===== src/inc/tws_pkg.sv =====
// constants and types for the tx wave shaping configuration bank
package tws_pkg;
    // ----------------------------------------------------------------
    // bus shape
    // ----------------------------------------------------------------
    localparam int ADDR_W = 16;
    localparam int DATA_W = 32;
    localparam int IDX_W = 14;
    // ----------------------------------------------------------------
    // register indices (byte address = 4 * index)
    // ----------------------------------------------------------------
    localparam logic [IDX_W-1:0] IDX_CAL_LOW = 14'h0502;
    localparam logic [IDX_W-1:0] IDX_CAL_HIGH = 14'h0503;
    localparam logic [IDX_W-1:0] IDX_CAL_THRESH = 14'h0504;
    localparam logic [IDX_W-1:0] IDX_MIN_OFFS = 14'h0505;
    localparam logic [IDX_W-1:0] IDX_MAX_OFFS = 14'h0509;
    localparam logic [IDX_W-1:0] IDX_RESID_AMPL = 14'h050e;
    localparam logic [IDX_W-1:0] IDX_SHAPE_SEL = 14'h050f;
    localparam logic [IDX_W-1:0] IDX_SHAPE_PARAM = 14'h0510;
    localparam logic [IDX_W-1:0] IDX_STATUS = 14'h0520;
    // ----------------------------------------------------------------
    // field layout
    // ----------------------------------------------------------------
    localparam int FALL_SEL_LSB = 4;
    localparam int RISE_SEL_LSB = 0;
    localparam int SEL_W = 4;
    localparam int FALL_STYLE_LSB = 4;
    localparam int RISE_STYLE_LSB = 0;
    localparam int STYLE_W = 3;
    localparam int LUT_IDX_W = 2;
    localparam int OFF_W = 5;
    localparam int OFF_STRIDE = 8;
    localparam int OFF_NUM = 4;
    localparam int ST_FALL_BAD = 0;
    localparam int ST_RISE_BAD = 1;
    localparam int ST_ABOVE = 2;
    // ----------------------------------------------------------------
    // edge shape codes
    // ----------------------------------------------------------------
    localparam logic [SEL_W-1:0] CODE_FW1 = 4'h1;
    localparam logic [SEL_W-1:0] CODE_FW2 = 4'h2;
    localparam logic [SEL_W-1:0] CODE_FW3 = 4'h3;
    localparam logic [SEL_W-1:0] CODE_LUT_FIXED = 4'h4;
    localparam logic [SEL_W-1:0] CODE_LUT_CORR = 4'h5;
    localparam logic [SEL_W-1:0] CODE_LUT_NOCORR = 4'h6;
    localparam logic [STYLE_W-1:0] LUT_IDX_MAX = 3'h3;
    // ----------------------------------------------------------------
    // reset values
    // ----------------------------------------------------------------
    localparam logic [7:0] RST_BYTE = 8'h00;
    localparam logic [31:0] RST_WORD = 32'h0000_0000;
    typedef enum logic [2:0] {
        TWS_FW_ONE, TWS_FW_TWO, TWS_FW_THREE,
        TWS_LUT_FIXED, TWS_LUT_CORR, TWS_LUT_NOCORR
    } tws_shape_t;
endpackage : tws_pkg


===== src/core/tws_shaping_config.sv =====
// register bank and decode for type a edge wave shaping
`timescale 1ns/10ps
module tws_shaping_config import tws_pkg::*; (
    input wire logic clk_sys,
    input wire logic rst_n,
    input wire logic [ADDR_W-1:0] avs_address,
    input wire logic avs_read,
    input wire logic avs_write,
    input wire logic [DATA_W-1:0] avs_writedata,
    input wire logic [3:0] avs_byteenable,
    output logic [DATA_W-1:0] avs_readdata,
    output logic avs_waitrequest,
    input wire logic [7:0] ampSupplyCode,
    output logic [7:0] carrierLevel,
    output tws_shape_t fallShape,
    output tws_shape_t riseShape,
    output logic [STYLE_W-1:0] fallTimeConst,
    output logic [STYLE_W-1:0] riseTimeConst,
    output logic [LUT_IDX_W-1:0] fallLutIndex,
    output logic [LUT_IDX_W-1:0] riseLutIndex,
    output logic fallSelectInvalid,
    output logic riseSelectInvalid,
    output logic supplyAboveThreshold,
    output logic [OFF_W-1:0] threeSegmentOffset,
    output logic [OFF_W-1:0] threeSegmentOffsetSecond,
    output logic [OFF_W-1:0] twoSegmentOffset0,
    output logic [OFF_W-1:0] twoSegmentOffset1
);
    // ----------------------------------------------------------------
    // helpers
    // ----------------------------------------------------------------
    function automatic logic [31:0] laneMerge(input logic [31:0] old,
            input logic [31:0] wdata, input logic [3:0] be);
        logic [31:0] res;
        res = old;
        for (int i = 0; i < 4; i++) begin
            if (be[i]) begin
                res[i*8 +: 8] = wdata[i*8 +: 8];
            end
        end
        return res;
    endfunction : laneMerge

    // reserved codes fall back to the gentlest shaping, one linear ramp
    function automatic tws_shape_t shapeOf(input logic [SEL_W-1:0] code);
        tws_shape_t s;
        s = TWS_FW_ONE;
        unique case (code)
            CODE_FW2: s = TWS_FW_TWO;
            CODE_FW3: s = TWS_FW_THREE;
            CODE_LUT_FIXED: s = TWS_LUT_FIXED;
            CODE_LUT_CORR: s = TWS_LUT_CORR;
            CODE_LUT_NOCORR: s = TWS_LUT_NOCORR;
            default: s = TWS_FW_ONE;
        endcase
        return s;
    endfunction : shapeOf

    function automatic logic codeBad(input logic [SEL_W-1:0] code);
        return (code < CODE_FW1) || (code > CODE_LUT_NOCORR);
    endfunction : codeBad

    function automatic logic isLut(input tws_shape_t s);
        return (s == TWS_LUT_FIXED) || (s == TWS_LUT_CORR) || (s == TWS_LUT_NOCORR);
    endfunction : isLut

    // out-of-range table numbers clamp to the last table
    function automatic logic [LUT_IDX_W-1:0] lutIdx(input logic [STYLE_W-1:0] f);
        return (f > LUT_IDX_MAX) ? LUT_IDX_MAX[LUT_IDX_W-1:0] : f[LUT_IDX_W-1:0];
    endfunction : lutIdx

    // ----------------------------------------------------------------
    // bus slave: one wait state per access
    // ----------------------------------------------------------------
    logic ack_q;
    logic busReq;
    logic wrTake;
    logic [IDX_W-1:0] regIdx;
    assign busReq = avs_read || avs_write;
    assign avs_waitrequest = busReq && !ack_q;
    assign wrTake = avs_write && ack_q;
    assign regIdx = avs_address[ADDR_W-1:2];

    always_ff @(posedge clk_sys or negedge rst_n) begin
        if (!rst_n) begin
            ack_q <= 1'b0;
        end else begin
            ack_q <= busReq && !ack_q;
        end
    end

    // ----------------------------------------------------------------
    // storage (all bits kept, reserved ones too)
    // ----------------------------------------------------------------
    logic [7:0] calLow_q;
    logic [7:0] calHigh_q;
    logic [7:0] calThresh_q;
    logic [31:0] minOffs_q;
    logic [31:0] maxOffs_q;
    logic [7:0] residAmpl_q;
    logic [7:0] shapeSel_q;
    logic [7:0] shapeParam_q;

    always_ff @(posedge clk_sys or negedge rst_n) begin
        if (!rst_n) begin
            calLow_q <= RST_BYTE;
            calHigh_q <= RST_BYTE;
            calThresh_q <= RST_BYTE;
            minOffs_q <= RST_WORD;
            maxOffs_q <= RST_WORD;
            residAmpl_q <= RST_BYTE;
            shapeSel_q <= RST_BYTE;
            shapeParam_q <= RST_BYTE;
        end else if (wrTake) begin
            if (avs_byteenable[0]) begin
                unique case (regIdx)
                    IDX_CAL_LOW: calLow_q <= avs_writedata[7:0];
                    IDX_CAL_HIGH: calHigh_q <= avs_writedata[7:0];
                    IDX_CAL_THRESH: calThresh_q <= avs_writedata[7:0];
                    IDX_RESID_AMPL: residAmpl_q <= avs_writedata[7:0];
                    IDX_SHAPE_SEL: shapeSel_q <= avs_writedata[7:0];
                    IDX_SHAPE_PARAM: shapeParam_q <= avs_writedata[7:0];
                    default: ;
                endcase
            end
            if (regIdx == IDX_MIN_OFFS) begin
                minOffs_q <= laneMerge(minOffs_q, avs_writedata, avs_byteenable);
            end
            if (regIdx == IDX_MAX_OFFS) begin
                maxOffs_q <= laneMerge(maxOffs_q, avs_writedata, avs_byteenable);
            end
        end
    end

    // ----------------------------------------------------------------
    // supply code from the pin: three stages, change taken on agreement
    // ----------------------------------------------------------------
    logic [7:0] supS1_q;
    logic [7:0] supS2_q;
    logic [7:0] supS3_q;
    logic [7:0] supply_q;

    always_ff @(posedge clk_sys or negedge rst_n) begin
        if (!rst_n) begin
            supS1_q <= RST_BYTE;
            supS2_q <= RST_BYTE;
            supS3_q <= RST_BYTE;
            supply_q <= RST_BYTE;
        end else begin
            supS1_q <= ampSupplyCode;
            supS2_q <= supS1_q;
            supS3_q <= supS2_q;
            if (supS2_q == supS3_q) begin
                supply_q <= supS3_q;
            end
        end
    end

    // ----------------------------------------------------------------
    // decode
    // ----------------------------------------------------------------
    tws_shape_t fallShape_d;
    tws_shape_t riseShape_d;
    logic [STYLE_W-1:0] fallStyle;
    logic [STYLE_W-1:0] riseStyle;
    logic useMax;
    logic [31:0] offWord;
    logic [OFF_W-1:0] offField [OFF_NUM];

    assign fallShape_d = shapeOf(shapeSel_q[FALL_SEL_LSB +: SEL_W]);
    assign riseShape_d = shapeOf(shapeSel_q[RISE_SEL_LSB +: SEL_W]);
    // bits 7 and 3 never reach the decode
    assign fallStyle = shapeParam_q[FALL_STYLE_LSB +: STYLE_W];
    assign riseStyle = shapeParam_q[RISE_STYLE_LSB +: STYLE_W];
    // threshold code itself still belongs to the low group
    assign useMax = supply_q > calThresh_q;
    assign offWord = useMax ? maxOffs_q : minOffs_q;

    generate
        for (genvar g = 0; g < OFF_NUM; g++) begin : gOff
            assign offField[g] = offWord[g*OFF_STRIDE +: OFF_W];
        end
    endgenerate

    always_ff @(posedge clk_sys or negedge rst_n) begin
        if (!rst_n) begin
            fallShape <= TWS_FW_ONE;
            riseShape <= TWS_FW_ONE;
            fallTimeConst <= '0;
            riseTimeConst <= '0;
            fallLutIndex <= '0;
            riseLutIndex <= '0;
            fallSelectInvalid <= 1'b1;
            riseSelectInvalid <= 1'b1;
        end else begin
            fallShape <= fallShape_d;
            riseShape <= riseShape_d;
            fallSelectInvalid <= codeBad(shapeSel_q[FALL_SEL_LSB +: SEL_W]);
            riseSelectInvalid <= codeBad(shapeSel_q[RISE_SEL_LSB +: SEL_W]);
            fallTimeConst <= isLut(fallShape_d) ? '0 : fallStyle;
            fallLutIndex <= isLut(fallShape_d) ? lutIdx(fallStyle) : '0;
            riseTimeConst <= isLut(riseShape_d) ? '0 : riseStyle;
            riseLutIndex <= isLut(riseShape_d) ? lutIdx(riseStyle) : '0;
        end
    end

    always_ff @(posedge clk_sys or negedge rst_n) begin
        if (!rst_n) begin
            carrierLevel <= RST_BYTE;
            supplyAboveThreshold <= 1'b0;
            threeSegmentOffset <= '0;
            threeSegmentOffsetSecond <= '0;
            twoSegmentOffset0 <= '0;
            twoSegmentOffset1 <= '0;
        end else begin
            carrierLevel <= residAmpl_q;
            supplyAboveThreshold <= useMax;
            threeSegmentOffset <= offField[0];
            threeSegmentOffsetSecond <= offField[1];
            twoSegmentOffset0 <= offField[2];
            twoSegmentOffset1 <= offField[3];
        end
    end

    // ----------------------------------------------------------------
    // read mux, registered during the wait state
    // ----------------------------------------------------------------
    logic [DATA_W-1:0] rdMux;
    always_comb begin
        rdMux = '0;
        unique case (regIdx)
            IDX_CAL_LOW: rdMux = {24'h00_0000, calLow_q};
            IDX_CAL_HIGH: rdMux = {24'h00_0000, calHigh_q};
            IDX_CAL_THRESH: rdMux = {24'h00_0000, calThresh_q};
            IDX_MIN_OFFS: rdMux = minOffs_q;
            IDX_MAX_OFFS: rdMux = maxOffs_q;
            IDX_RESID_AMPL: rdMux = {24'h00_0000, residAmpl_q};
            IDX_SHAPE_SEL: rdMux = {24'h00_0000, shapeSel_q};
            IDX_SHAPE_PARAM: rdMux = {24'h00_0000, shapeParam_q};
            IDX_STATUS: begin
                rdMux[ST_FALL_BAD] = fallSelectInvalid;
                rdMux[ST_RISE_BAD] = riseSelectInvalid;
                rdMux[ST_ABOVE] = supplyAboveThreshold;
            end
            default: rdMux = '0;
        endcase
    end

    always_ff @(posedge clk_sys or negedge rst_n) begin
        if (!rst_n) begin
            avs_readdata <= '0;
        end else if (avs_read && !ack_q) begin
            avs_readdata <= rdMux;
        end
    end
endmodule : tws_shaping_config


===== config.mk =====
export PLATFORM = sky130hd
export DESIGN_NAME = tws_shaping_config
export DESIGN_NICKNAME = d
export VERILOG_FILES = /design/src/inc/tws_pkg.sv /design/src/core/tws_shaping_config.sv
export SDC_FILE = /design/constraint.sdc
export NUM_CORES = 1
export LEC_CHECK = 0
export BUFFER_PORTS_ARGS = -buffer_cell sky130_fd_sc_hd__buf_4
export CAP_MARGIN = 10
export CORE_AREA = 2 2 128 130
export DETAILED_ROUTE_END_ITERATION = 16
export DIE_AREA = 0 0 130 132
export GPL_TIMING_DRIVEN = 0
export PLACE_DENSITY = 0.91
export SYNTH_ARGS = -nofsm -noshare
export SYNTH_HDL_FRONTEND = slang
export SYNTH_SLANG_ARGS = --single-unit

===== constraint.sdc =====
create_clock -name clk_sys -period 5.6 [get_ports clk_sys]
set_input_delay 0 -clock clk_sys [delete_from_list [all_inputs] [get_ports clk_sys]]
set_output_delay 0 -clock clk_sys [all_outputs]
set_load 0.1 [all_outputs]

==> results by group <==
Clock network
  • Worst-skew pair later-pin latency: 510 ps
  • CTS hold repair buffers: 45
  • CTS Buffer Depth: 3
  • CTS Sinks: 224
  • Post-CTS Setup Inserts: 0
  • CTS buffer count: 23
  • CTS resizes: 0
  • CTS root buf: clkbuf_16
  • Clock-pin slew on the worst setup and hold paths: 70 ps
  • CTS tree: yes
  • H-tree depth: 1

Synth
  • Top_reg_cell synth: dfrtp_1
  • Number of enable flip-flop cells after synthesis: 0
  • Sequential area share after synthesis: 60.5%
  • Post-synth ARST share: 100%
  • Post-synthesis average cell area: 13.4 um^2
  • Synthesized instance count: 693
  • #FFs+latches synth: 224
  • Post-Syn Area: 9270 um^2
  • Synth unique cells: 70
  • Ys Warns: 0
  • Synthesized Nets: 765

STA
  • Setup_tns: 0 ps
  • RSZ-0062 raised after global routing: no
  • Peak Freq: 377 MHz
  • Final worst path period share: 47.4%
  • Final Max Tran Viols: 0
  • Final setup viols: 0
  • Worst rel slew slack: 24.0%
  • Final Hold Fails: 0
  • Setup ws final: 2950 ps
  • Least-Margin Pin Slew: 1140 ps
  • Fin Hold WS: 36.2 ps
  • Worst Skew: 10.9 ps
  • Minimum clock period: 2650 ps

Final layout
  • Share of layout cells above drive strength 1: 38.1%
  • Top flop regs: avs_readdata x32, maxOffs_q x32, minOffs_q x32
  • # diodes: 0
  • Multi-input logic area: 3490 um^2
  • Commonest cells after routing, fill and taps aside: 222 x dfrtp_1, 142 x buf_4, 138 x mux2_2
  • Fillers: 934
  • Fin util: 76.0%
  • Most common cell after layout, fill and taps aside: dfrtp_1
  • Register area: 5610 um^2
  • Nets: 978
  • Area growth, synth to finish: 28.8%
  • Non-filler cells, final: 1138
  • Post-Layout Inst Area: 11900 um^2

Critical path
  • Critical Path Slowest Stage Cell: nor4b_2
  • Critical Setup Path Class: in -> reg
  • Critical path's largest stage delay: 940 ps
  • CP Capture Type: flip-flop
  • Req. time, crit path: 6010 ps
  • Cell Chain, Critical Path: dlygate4sd3_1, buf_4, or4_4, nor4b_2, buf_2, a22oi_1, o21ai_0
  • CP arrival: 3060 ps
  • CP top delay family: simple AND/OR/NAND/NOR gates
  • Critical path startpoint category: primary input
  • WP buf/inv: 3
  • CP max FO: 10

Route
  • Via-per-instance ratio: 6.04
  • Drt pass-1 iters: 5
  • Vias: 6869
  • # DRC: 0
  • Routed len/inst: 21.1 um
  • Initial DRC Count: 615
  • Antenna-violating nets left: 0
  • Routed wire length: 24000 um

Placement
  • Final Wtd Congestion: 0.949
  • HPWL after detailed placement: 15300 um
  • Inst Count DP: 1052
  • Pre-CTS WS: 2970 ps
  • Buffers on Ports: 141
  • Area post-placement: 10700 um^2

Flow run
  • Max_cap viols: 0

Global routing
  • Gr usage total: 28.5%
  • Largest net degree at the start of global routing: 80
  • Initial antenna violation count: 0
  • Gr ovfl total: 0
  • Vias in the first global route: 7145
  • First-pass GRT wire length: 38100 um

Worst hold path
  • Worst min path class: in -> async

Run status
  • Status: finished clean

Power and ir drop
  • Power per cell area: 311 nW/um^2
  • Design Power: 3.71 mW
  • Maximum vdd drop: 0.266 mV
  • P_leak: 5.73 nW

Floorplan
  • Die width: 130 um
  • Initial Util: 59.0%
  • Die ar.: 17200 um^2
  • Rows: 46
  • Height of the die: 132 um
  • Core area: 15700 um^2
  • # IOs: 144
## worst paths after layout
kind                            slack, ps  cells after the start            from              endpoint
worst max-delay path                 2950                      7  avs_address[6]      avs_readdata[21]
min in group clk_sys                   50                      4  avs_address[7]       avs_readdata[1]
worst max register to register       2980                      6  calThresh_q[6]  twoSegmentOffset0[3]
max in group asynchronous            4460                      4           rst_n         minOffs_q[20]
worst min-delay path                   40                      2           rst_n            supS1_q[1]
worst min register to register        350                      0      supS1_q[7]            supS2_q[7]
## where the power goes
| part | total, mW | switching, mW | internal [mW] | leakage, nW |
|---|---|---|---|---|
| Clock | 1.64 | 0.631 | 1.01 | 0.405 |
| Combinational | 0.404 | 0.257 | 0.147 | 2.27 |
| Sequential | 1.66 | 0.0181 | 1.65 | 3.06 |
## cells in the mapped netlist (all sizes together), types with 4 or more instances
master	number	area [um^2]
nor3	10	61.3
and2	11	68.8
xor2	8	70.1
nor4	4	25.0
clkbuf	22	82.6
nand3	11	65.1
and3	4	25.0
nand2	40	155
buf	7	45.0
o21ai	30	150
ha	8	100
a211oi	4	30.0
inv	10	37.5
nor3b	5	37.5
nand3b	6	45.0
mux2	140	1580
nand4b	4	35.0
nor2	37	186
nor2b	7	43.8
a21oi	6	30.0
a22oi	31	233
dfrtp	222	5560
## worst register-to-register path, stage by stage (launching register included)
cell and delay [ps]:
dfrtp_1 380, inv_1 60, ha_1 310, a2111oi_0 430, a31o_2 280, clkbuf_1 620
mux2_2 430
## layer usage
| metal | part of all wire (%) | GRT usage (%) | up-vias |
|---|---|---|---|
| li1 | - | - | 2952 |
| met1 | 39 | 37.6 | 3447 |
| met4 | 5.0 | 13.2 | 0 |
| met5 | 0 | 0 | - |
| met2 | 49 | 46.4 | 379 |
| met3 | 7.1 | 4.63 | 91 |
## kinds of logic (layout without fill, tap and decap cells)
group | Yosys count | in the layout | synth area share, %
AOI/OAI and AO/OA | 110 | 110 | 8.40
xor gates and xnor gates | 9 | 9 | 0.851
adders and majority gates | 8 | 8 | 1.08
buffers and inverters | 39 | 268 | 1.78
DFF | 224 | 224 | 60.5
muxes | 140 | 140 | 17.0
and+or+nand+nor | 163 | 163 | 10.4
## layout make-up
cell class,instances,share of cell area [%]
Multi-Input combinational cell,430,29.3
Sequential cell,224,47.0
Clock buffer,30,5.46
Tap cell,216,2.26
Buffer,29,1.07
Inverter,10,0.315
Clock inverter,11,1.45
Timing Repair Buffer,188,13.2
(Power assumes the default switching activity.)
